==> src/dtq_pkg.sv <==
// Package of constants and types for the debug trigger qualifier.
package dtq_pkg;

	// ==========================================================
	// Register map.
	localparam logic [3:0] ADDR_CTRL   = 4'h0;
	localparam logic [3:0] ADDR_TRIG   = 4'h1;
	localparam logic [3:0] ADDR_CMPAH  = 4'h2;
	localparam logic [3:0] ADDR_CMPAL  = 4'h3;
	localparam logic [3:0] ADDR_CMPBH  = 4'h4;
	localparam logic [3:0] ADDR_CMPBL  = 4'h5;
	localparam logic [3:0] ADDR_STATUS = 4'h6;
	localparam logic [3:0] ADDR_IRQST  = 4'h7;
	localparam logic [3:0] ADDR_IRQMSK = 4'h8;

	// ==========================================================
	// Control register fields.
	localparam int CTL_EN   = 7;
	localparam int CTL_ARM  = 6;
	localparam int CTL_TAG  = 5;
	localparam int CTL_BRK  = 4;
	localparam int CTL_RWA  = 3;
	localparam int CTL_RWAE = 2;
	localparam int CTL_RWB  = 1;
	localparam int CTL_RWBE = 0;

	// ==========================================================
	// Trigger register fields.
	localparam int TRG_TYPE  = 7;
	localparam int TRG_BEGIN = 6;
	localparam logic [7:0] TRG_WMASK  = 8'hCF;
	localparam logic [7:0] REG_RESET  = 8'h00;
	localparam logic [7:0] BYTE_ZERO  = 8'h00;

	// ==========================================================
	// Status and interrupt fields.
	localparam int ST_AF   = 7;
	localparam int ST_BF   = 6;
	localparam int ST_ARMED_STATUS_FLAG = 5;
	localparam int IRQ_TRIG = 0;
	localparam int IRQ_DONE = 1;
	localparam int IRQ_W    = 2;

	// ==========================================================
	// Trigger modes.
	typedef enum logic [3:0] {
		MODE_A_ONLY   = 4'h0,
		MODE_A_OR_B   = 4'h1,
		MODE_A_THEN_B = 4'h2,
		MODE_EV_B     = 4'h3,
		MODE_A_EV_B   = 4'h4,
		MODE_A_AND_B  = 4'h5,
		MODE_A_NOT_B  = 4'h6,
		MODE_INSIDE   = 4'h7,
		MODE_OUTSIDE  = 4'h8
	} dtq_mode_type;

	// Run states, Gray coded along idle, armed, done.
	typedef enum logic [1:0] {
		ST_IDLE  = 2'b00,
		ST_ARMED = 2'b01,
		ST_DONE  = 2'b11
	} dtq_state_type;

	// ==========================================================
	// Bus cycle seen by the comparators.
	typedef struct packed {
		logic        valid;
		logic        read;
		logic [15:0] addr;
		logic [7:0]  data;
	} dtq_bus_type;

	// Register port request.
	typedef struct packed {
		logic       wr;
		logic       rd;
		logic [3:0] addr;
		logic [7:0] wdata;
	} dtq_req_type;

endpackage

==> src/dtq_top.sv <==
// Trigger qualification and break request logic of the debug module.
`timescale 1ns/100ps
module dtq_top (
	// Clock and reset.
	input  wire logic                 clk_in,
	input  wire logic                 reset_in,
	// Register port.
	input  wire dtq_pkg::dtq_req_type req_in,
	output logic [7:0]                rdata_out,
	// Watched CPU bus and opcode execution.
	input  wire dtq_pkg::dtq_bus_type bus_in,
	input  wire logic                 op_exec_in,
	input  wire logic [15:0]          op_addr_in,
	// Trace FIFO logic.
	input  wire logic                 fifo_full_in,
	output logic                      trig_out,
	output logic                      store_out,
	output logic                      begin_trace_out,
	output logic                      high_byte_en_out,
	output logic                      run_clear_out,
	// CPU break and interrupt.
	output logic                      break_out,
	output logic                      break_tag_out,
	output logic                      irq_out
);

	// ==========================================================
	// Registers.
	localparam int IRQ_W_L = dtq_pkg::IRQ_W;
	logic [7:0]                 ctrl;
	logic [7:0]                 trig_sel;
	logic [15:0]                cmp_a;
	logic [15:0]                cmp_b;
	logic                       flag_a;
	logic                       flag_b;
	logic                       seen_a;
	logic                       pend_a;
	logic                       pend_b;
	logic [IRQ_W_L-1:0]         irq_st;
	logic [IRQ_W_L-1:0]         irq_msk;
	dtq_pkg::dtq_state_type     state;
	logic                       seen_trig;

	// ==========================================================
	// Register decode.
	wire wr_ctrl  = req_in.wr && req_in.addr == dtq_pkg::ADDR_CTRL;
	wire wr_trig  = req_in.wr && req_in.addr == dtq_pkg::ADDR_TRIG;
	wire wr_cah   = req_in.wr && req_in.addr == dtq_pkg::ADDR_CMPAH;
	wire wr_cal   = req_in.wr && req_in.addr == dtq_pkg::ADDR_CMPAL;
	wire wr_cbh   = req_in.wr && req_in.addr == dtq_pkg::ADDR_CMPBH;
	wire wr_cbl   = req_in.wr && req_in.addr == dtq_pkg::ADDR_CMPBL;
	wire wr_ist   = req_in.wr && req_in.addr == dtq_pkg::ADDR_IRQST;
	wire wr_imsk  = req_in.wr && req_in.addr == dtq_pkg::ADDR_IRQMSK;
	wire armed    = ctrl[dtq_pkg::CTL_ARM];
	wire enabled  = ctrl[dtq_pkg::CTL_EN];

	// ==========================================================
	// Mode decode.
	wire [3:0] mode     = trig_sel[3:0];
	wire       tag_type = trig_sel[dtq_pkg::TRG_TYPE];
	wire       ev_only  = mode == dtq_pkg::MODE_EV_B
	                   || mode == dtq_pkg::MODE_A_EV_B;
	wire       begin_tr = ev_only || trig_sel[dtq_pkg::TRG_BEGIN];

	// ==========================================================
	// Comparators with direction qualification.
	wire a_hit = bus_in.valid && bus_in.addr == cmp_a;
	wire b_hit = bus_in.valid && bus_in.addr == cmp_b;
	wire a_dir = !ctrl[dtq_pkg::CTL_RWAE]
	          || bus_in.read == ctrl[dtq_pkg::CTL_RWA];
	wire b_dir = !ctrl[dtq_pkg::CTL_RWBE]
	          || bus_in.read == ctrl[dtq_pkg::CTL_RWB];
	wire b_data = bus_in.valid && bus_in.data == cmp_b[7:0];
	wire match_a = a_hit && a_dir;
	wire match_b = b_hit && b_dir;
	wire in_rng  = bus_in.addr >= cmp_a && bus_in.addr <= cmp_b;
	wire rng_dir = a_dir && bus_in.valid;

	// Tag type: matches are held until the opcode at the address runs.
	wire tag_a = op_exec_in && pend_a && op_addr_in == cmp_a;
	wire tag_b = op_exec_in && pend_b && op_addr_in == cmp_b;
	wire ev_a  = tag_type ? tag_a : match_a;
	wire ev_b  = tag_type ? tag_b : match_b;

	// ==========================================================
	// Trigger condition per mode.
	logic cond;
	always_comb begin
		unique case (mode)
			dtq_pkg::MODE_A_ONLY:   cond = ev_a;
			dtq_pkg::MODE_A_OR_B:   cond = ev_a || ev_b;
			dtq_pkg::MODE_A_THEN_B: cond = (seen_a || ev_a) && ev_b;
			dtq_pkg::MODE_EV_B:     cond = ev_b;
			dtq_pkg::MODE_A_EV_B:   cond = (seen_a || ev_a) && ev_b;
			dtq_pkg::MODE_A_AND_B:  cond = ev_a && b_data;
			dtq_pkg::MODE_A_NOT_B:  cond = ev_a && !b_data;
			dtq_pkg::MODE_INSIDE:   cond = rng_dir && in_rng;
			dtq_pkg::MODE_OUTSIDE:  cond = rng_dir && !in_rng;
			default:                cond = 1'b0;
		endcase
	end

	wire run      = state == dtq_pkg::ST_ARMED && armed && enabled;
	wire trig_now = run && cond;
	// Run ends: begin trace on a full FIFO after the trigger, end trace on the trigger.
	wire run_end  = run && (begin_tr ? (seen_trig && fifo_full_in)
	                                 : trig_now);
	wire brk_now  = run_end && ctrl[dtq_pkg::CTL_BRK];

	// ==========================================================
	// Control register and run state.
	wire [7:0] next_ctrl = wr_ctrl ? req_in.wdata
	                     : {ctrl[7], ctrl[6] & ~run_end, ctrl[5:0]};
	always_ff @(posedge clk_in) begin
		if (reset_in) begin
			ctrl  <= dtq_pkg::REG_RESET;
			state <= dtq_pkg::ST_IDLE;
		end else begin
			ctrl <= next_ctrl;
			unique case (state)
				dtq_pkg::ST_IDLE:
					if (next_ctrl[dtq_pkg::CTL_ARM]
					    && next_ctrl[dtq_pkg::CTL_EN]) begin
						state <= dtq_pkg::ST_ARMED;
					end
				dtq_pkg::ST_ARMED:
					if (run_end) begin
						state <= dtq_pkg::ST_DONE;
					end else if (!next_ctrl[dtq_pkg::CTL_ARM]
					             || !next_ctrl[dtq_pkg::CTL_EN]) begin
						state <= dtq_pkg::ST_IDLE;
					end
				dtq_pkg::ST_DONE:
					state <= dtq_pkg::ST_IDLE;
				default:
					state <= dtq_pkg::ST_IDLE;
			endcase
		end
	end

	// ==========================================================
	// Trigger and comparator registers.
	always_ff @(posedge clk_in) begin
		if (reset_in) begin
			trig_sel <= dtq_pkg::REG_RESET;
			cmp_a    <= {dtq_pkg::REG_RESET, dtq_pkg::REG_RESET};
			cmp_b    <= {dtq_pkg::REG_RESET, dtq_pkg::REG_RESET};
		end else if (!armed) begin
			if (wr_trig) begin
				trig_sel <= req_in.wdata & dtq_pkg::TRG_WMASK;
			end
			if (wr_cah) cmp_a[15:8] <= req_in.wdata;
			if (wr_cal) cmp_a[7:0]  <= req_in.wdata;
			if (wr_cbh) cmp_b[15:8] <= req_in.wdata;
			if (wr_cbl) cmp_b[7:0]  <= req_in.wdata;
		end
	end

	// ==========================================================
	// Run tracking: sequence, pending tags, match flags.
	wire start = state == dtq_pkg::ST_IDLE && next_ctrl[dtq_pkg::CTL_ARM]
	          && next_ctrl[dtq_pkg::CTL_EN];
	always_ff @(posedge clk_in) begin
		if (reset_in || start) begin
			seen_a    <= 1'b0;
			seen_trig <= 1'b0;
			pend_a    <= 1'b0;
			pend_b    <= 1'b0;
			flag_a    <= 1'b0;
			flag_b    <= 1'b0;
		end else if (run) begin
			seen_a    <= seen_a || ev_a;
			seen_trig <= seen_trig || trig_now;
			pend_a    <= (pend_a || match_a) && !tag_a;
			pend_b    <= (pend_b || match_b) && !tag_b;
			flag_a    <= flag_a || ev_a;
			flag_b    <= flag_b || ev_b;
		end
	end

	// ==========================================================
	// Interrupt status: set wins over write-one-to-clear.
	wire [IRQ_W_L-1:0] irq_set = {run_end, trig_now};
	wire [IRQ_W_L-1:0] next_irq_st = (irq_st
	                 & ~(wr_ist ? req_in.wdata[IRQ_W_L-1:0] : '0)) | irq_set;
	always_ff @(posedge clk_in) begin
		if (reset_in) begin
			irq_st  <= '0;
			irq_msk <= '0;
		end else begin
			irq_st <= next_irq_st;
			if (wr_imsk) irq_msk <= req_in.wdata[IRQ_W_L-1:0];
		end
	end

	// ==========================================================
	// Read data and outputs.
	logic [7:0] next_rdata;
	always_comb begin
		next_rdata = dtq_pkg::BYTE_ZERO;
		if (req_in.rd) begin
			unique case (req_in.addr)
				dtq_pkg::ADDR_CTRL:   next_rdata = ctrl;
				dtq_pkg::ADDR_TRIG:   next_rdata = trig_sel;
				dtq_pkg::ADDR_CMPAH:  next_rdata = cmp_a[15:8];
				dtq_pkg::ADDR_CMPAL:  next_rdata = cmp_a[7:0];
				dtq_pkg::ADDR_CMPBH:  next_rdata = cmp_b[15:8];
				dtq_pkg::ADDR_CMPBL:  next_rdata = cmp_b[7:0];
				dtq_pkg::ADDR_STATUS: next_rdata = {flag_a, flag_b,
				                       armed & enabled, 5'b0_0000};
				dtq_pkg::ADDR_IRQST:  next_rdata = {6'h00, irq_st};
				dtq_pkg::ADDR_IRQMSK: next_rdata = {6'h00, irq_msk};
				default:              next_rdata = dtq_pkg::BYTE_ZERO;
			endcase
		end
	end

	always_ff @(posedge clk_in) begin
		if (reset_in) begin
			rdata_out        <= dtq_pkg::BYTE_ZERO;
			trig_out         <= 1'b0;
			store_out        <= 1'b0;
			begin_trace_out  <= 1'b0;
			high_byte_en_out <= 1'b0;
			run_clear_out    <= 1'b0;
			break_out        <= 1'b0;
			break_tag_out    <= 1'b0;
			irq_out          <= 1'b0;
		end else begin
			rdata_out        <= next_rdata;
			trig_out         <= trig_now;
			store_out        <= run && (!begin_tr || seen_trig
			                    || trig_now);
			begin_trace_out  <= begin_tr;
			high_byte_en_out <= !ev_only;
			run_clear_out    <= start;
			break_out        <= brk_now;
			break_tag_out    <= ctrl[dtq_pkg::CTL_TAG];
			irq_out          <= |(next_irq_st & irq_msk);
		end
	end

	// ==========================================================
	// Assertions.
	brk_needs_en_a: assert property (@(posedge clk_in)
		disable iff (reset_in)
		break_out |-> $past(ctrl[dtq_pkg::CTL_BRK]))
		else $error("Break raised without break enable.");
	end_brk_a: assert property (@(posedge clk_in) disable iff (reset_in)
		(brk_now && !begin_tr) |=> trig_out && break_out)
		else $error("End trace break not with trigger.");
	trig_locked_a: assert property (@(posedge clk_in)
		disable iff (reset_in)
		(armed && wr_trig) |=> $stable(trig_sel))
		else $error("Trigger register changed while armed.");
	trig_zero_a: assert property (@(posedge clk_in) disable iff (reset_in)
		trig_sel[5:4] == 2'b00)
		else $error("Trigger bits five and four not zero.");
	dir_a_a: assert property (@(posedge clk_in) disable iff (reset_in)
		(match_a && ctrl[dtq_pkg::CTL_RWAE])
		|-> bus_in.read == ctrl[dtq_pkg::CTL_RWA])
		else $error("Comparator A matched wrong direction.");
	dir_b_a: assert property (@(posedge clk_in) disable iff (reset_in)
		(match_b && ctrl[dtq_pkg::CTL_RWBE])
		|-> bus_in.read == ctrl[dtq_pkg::CTL_RWB])
		else $error("Comparator B matched wrong direction.");
	run_end_a: assert property (@(posedge clk_in) disable iff (reset_in)
		(run_end && !wr_ctrl) |=> !armed ##1 state == dtq_pkg::ST_IDLE)
		else $error("Arm bit not cleared at end of run.");
	ev_begin_a: assert property (@(posedge clk_in) disable iff (reset_in)
		ev_only |=> begin_trace_out && !high_byte_en_out)
		else $error("Event-only mode not a begin trace.");
	no_trig_a: assert property (@(posedge clk_in) disable iff (reset_in)
		(mode > dtq_pkg::MODE_OUTSIDE) |=> !trig_out)
		else $error("Undefined mode produced a trigger.");

endmodule

==> config.mk <==
export PLATFORM = sky130hd
export DESIGN_NAME = dtq_top
export DESIGN_NICKNAME = d
export VERILOG_FILES = /design/src/dtq_pkg.sv /design/src/dtq_top.sv
export SDC_FILE = /design/constraint.sdc
export NUM_CORES = 1
export LEC_CHECK = 0
export ABC_AREA = 1
export CAP_MARGIN = 10
export CORE_MARGIN = 4
export CORE_UTILIZATION = 35
export DETAILED_ROUTE_END_ITERATION = 8
export DONT_BUFFER_PORTS = 1
export PLACE_DENSITY = 0.51
export RECOVER_POWER = 25
export SLEW_MARGIN = 20
export SYNTH_ARGS = -nofsm -noshare
export SYNTH_HDL_FRONTEND = slang
export SYNTH_SLANG_ARGS = --single-unit
==> constraint.sdc <==
create_clock -name clk_in -period 5.65 [get_ports clk_in]
set_input_delay 0.2825 -clock clk_in [delete_from_list [all_inputs] [get_ports clk_in]]
set_output_delay 0.2825 -clock clk_in [all_outputs]
set_load 0.01 [all_outputs]
==> impl_metrics.json <==
{
  "wl_per_cell_microns": 20.81,
  "cts_tree": "built",
  "ioPinCount": 76,
  "grt_util_met2_pct": 39.87,
  "port_buffers": 0,
  "gp_routability_congestion": 1.005,
  "synthesis.nets": 793,
  "crit_family": "simple AND/OR/NAND/NOR gates",
  "hold_violations": 0,
  "startpoint_type": "flip-flop",
  "ys.flop_type": "dfxtp_1",
  "crit_chain": "inv_1 -> ha_1 -> nand2_1 -> nor2_2 -> nand3_2 -> nor2_2 -> inv_2 -> nor2_4 -> inv_1 -> nand2_1 -> nand3_1 -> nand3_1 -> nand3_2 -> nand2_2 -> nand2_2 -> nand2_4 -> nand2_4 -> nand2_4 -> nand3_4 -> nand2_4 -> nor2_2",
  "busiest_layer": "met2",
  "cts.sinks": 74,
  "drt_iter0_drc": 464,
  "layout_setup_ws_ns": 2.950,
  "worst_pin_slew_ns": 0.6765,
  "die_h_microns": 123.0,
  "vias": 4714,
  "ys_seq_area_share_pct": 32.02,
  "worst_ep_required_time_ns": 5.87,
  "row_count": 41,
  "layout_common_cells": "nand2_1 (170), inv_1 (96), dfxtp_1 (74), a21oi_1 (73), nor2_1 (66)",
  "p_leak_nw": 2.207,
  "met1_usage_pct": 33.95,
  "vdd_drop_max_mv": 0.1473,
  "wl_microns": 18310,
  "tns_ns": 0,
  "fill_cells": 1414,
  "ys_async_sr_fraction_pct": 0,
  "critPathBufInv": 3,
  "diodes": 0,
  "drc": 0,
  "cp_max_fo": 6,
  "layout-drive-gt1-share_pct": 7.345,
  "worstSetupPathType": "reg2reg",
  "grt_util_met3_pct": 5.535,
  "drtPass1Iterations": 5,
  "start_util_pct": 36.22,
  "die-area_sq_mm": 0.01512,
  "final.period_utilization_pct": 47.78,
  "path_common_cell": "nand2_4",
  "cts_root_buf": "clkbuf_16",
  "slew_headroom_pct": 53.73,
  "syn_to_final_growth_pct": 11.44,
  "seq_area_sq_mm": 0.001481,
  "grt_pass1_wl_microns": 27510,
  "hpwl_microns": 14640,
  "clk_path_buf_depth": 2,
  "synth_edf_count": 0,
  "fmax_mhz": 370.4,
  "min_period_ns": 2.700,
  "status": "completed",
  "synth.avg_cell_area_sq_um": 6.600,
  "cellPowerDensity_mw_per_mm2": 258.6,
  "die_width_microns": 123.0,
  "cp.arrival_ns": 2.92,
  "clk_pin_slew_ns": 0.06,
  "ys_warn_count": 0,
  "hp-class": "in2reg",
  "ys_seq_elements": 74,
  "grt_pass1_vias": 4636,
  "drv_cap": 0,
  "dpl_worst_slack_ns": 2.970,
  "cp_slowest_cell": "dfxtp_1",
  "skew_ns": 0.006305,
  "nets": 795,
  "final_common_cell": "nand2_1",
  "synth_area_sq_mm": 0.004627,
  "core_sq_mm": 0.01277,
  "finalSetupViolCount": 0,
  "multi_input_comb_area_sq_mm": 0.002699,
  "gr-total-overflow": 0,
  "cts_buffers": 9,
  "r2r_slack_ns": 2.95,
  "clk_latency_ns": 0.34,
  "ys_types": 38,
  "cpPeakStageDelay_ns": 0.38,
  "rsz0062_at_grt": "false",
  "grt_max_degree": 47,
  "antenna_found_initial": 0,
  "vias_per_cell": 5.357,
  "synthCells": 701,
  "grtUsageTotal_pct": 25.07,
  "htreeDepth": 3,
  "drtAntennaViolNets": 0,
  "crit_path_end_kind": "flip-flop",
  "slew_violations": 0
}
[worst paths after layout]
check	to	startpoint	depth (start not counted)
worst max-delay path	pend_a$_SDFFE_PP0P_	cmp_b[13]$_SDFFE_PP0P_	21
worst min-delay path	high_byte_en_out$_SDFF_PP0_	reset_in	1
worst max register to register	pend_a$_SDFFE_PP0P_	cmp_b[13]$_SDFFE_PP0P_	21
worst min register to register	ctrl[2]$_SDFFE_PP0P_	ctrl[2]$_SDFFE_PP0P_	2
[cells in the mapped netlist (3+ instances only)]
cell | n | share of area [%]
nand2_1 | 170 | 14
inv_1 | 96 | 7.8
dfxtp_1 | 74 | 32
a21oi_1 | 73 | 7.9
nor2_1 | 66 | 5.4
o21ai_0 | 58 | 6.3
ha_1 | 32 | 8.7
nand3_1 | 22 | 2.4
o22ai_1 | 13 | 1.8
nor2_2 | 11 | 1.5
clkbuf_1 | 10 | 0.81
inv_2 | 10 | 0.81
nand4_1 | 8 | 1.1
nor3_1 | 8 | 0.87
a221oi_1 | 6 | 1.1
nand2_2 | 5 | 0.68
xor2_1 | 5 | 0.95
nand2_4 | 4 | 0.97
nand3_2 | 3 | 0.65
[kinds of logic after synthesis]
logic type	count (synthesis)	synth area share [%]
AO/OA/AOI/OAI	165	19.52
adder cells (fa/ha/maj)	32	8.653
buffers and inverters	118	9.654
XOR/XNOR	7	1.325
AND/OR/NAND/NOR	305	28.83
flip-flops	74	32.02
[flip-flops by register name, summed over array words and instances (netlist names), 2 cells and up]
name / cells
cmp_a: 16
irq_st: 2
trig_sel: 6
cmp_b: 16
irq_msk: 2
rdata_out: 8
ctrl: 8
state: 2
[report_power, final]
part / switching [mW] / total, mW / internal [mW]
sequential: 0.00780 / 0.538 / 0.530
clock: 0.232 / 0.663 / 0.431
combinational: 0.0859 / 0.132 / 0.0461
total: 0.326 / 1.33 / 1.01
[timing repair]
| action | 4_1_cts | 5_1_grt |
|---|---|---|
| buffers inserted | 0 | 0 |
| resized for setup | 0 | 0 |
| hold buffers | 1 | 1 |
| endpoints found under the hold margin | 6 | 1 |
[routing by layer]
metal | up-vias | wire (microns)
met5 | - | 0
met4 | 0 | 467
met3 | 30 | 1443
met2 | 185 | 8208
met1 | 2189 | 8192
li1 | 2310 | -
[metrics by stage]
| stage | total power [mW] | cells | cell area [sq um] | utilization, % | hold slack, ns |
|---|---|---|---|---|---|
| after floorplan | 0.6438 | 701 | 4627 | - | 0.3610 |
| after global placement | 0.6756 | 862 | 4801 | 37.58 | 0.3580 |
| after detailed placement | 0.6774 | 862 | 4801 | 37.58 | 0.3579 |
| after CTS | 1.342 | 879 | 5146 | 40.29 | 0.0003212 |
| after global routing | 1.384 | 880 | 5156 | 40.37 | 0.006374 |
| final | 1.333 | 880 | 5156 | 40.37 | 0.01240 |
[layout make-up]
type	count	area share, %
well taps	172	4.174
inverters	106	7.717
flip-flops and latches	74	28.73
clock inverters	5	1.990
clock buffers	11	4.513
multi-input cells	509	52.34
repair buffers	3	0.5339
No activity file was read; power rests on OpenSTA's default activity.
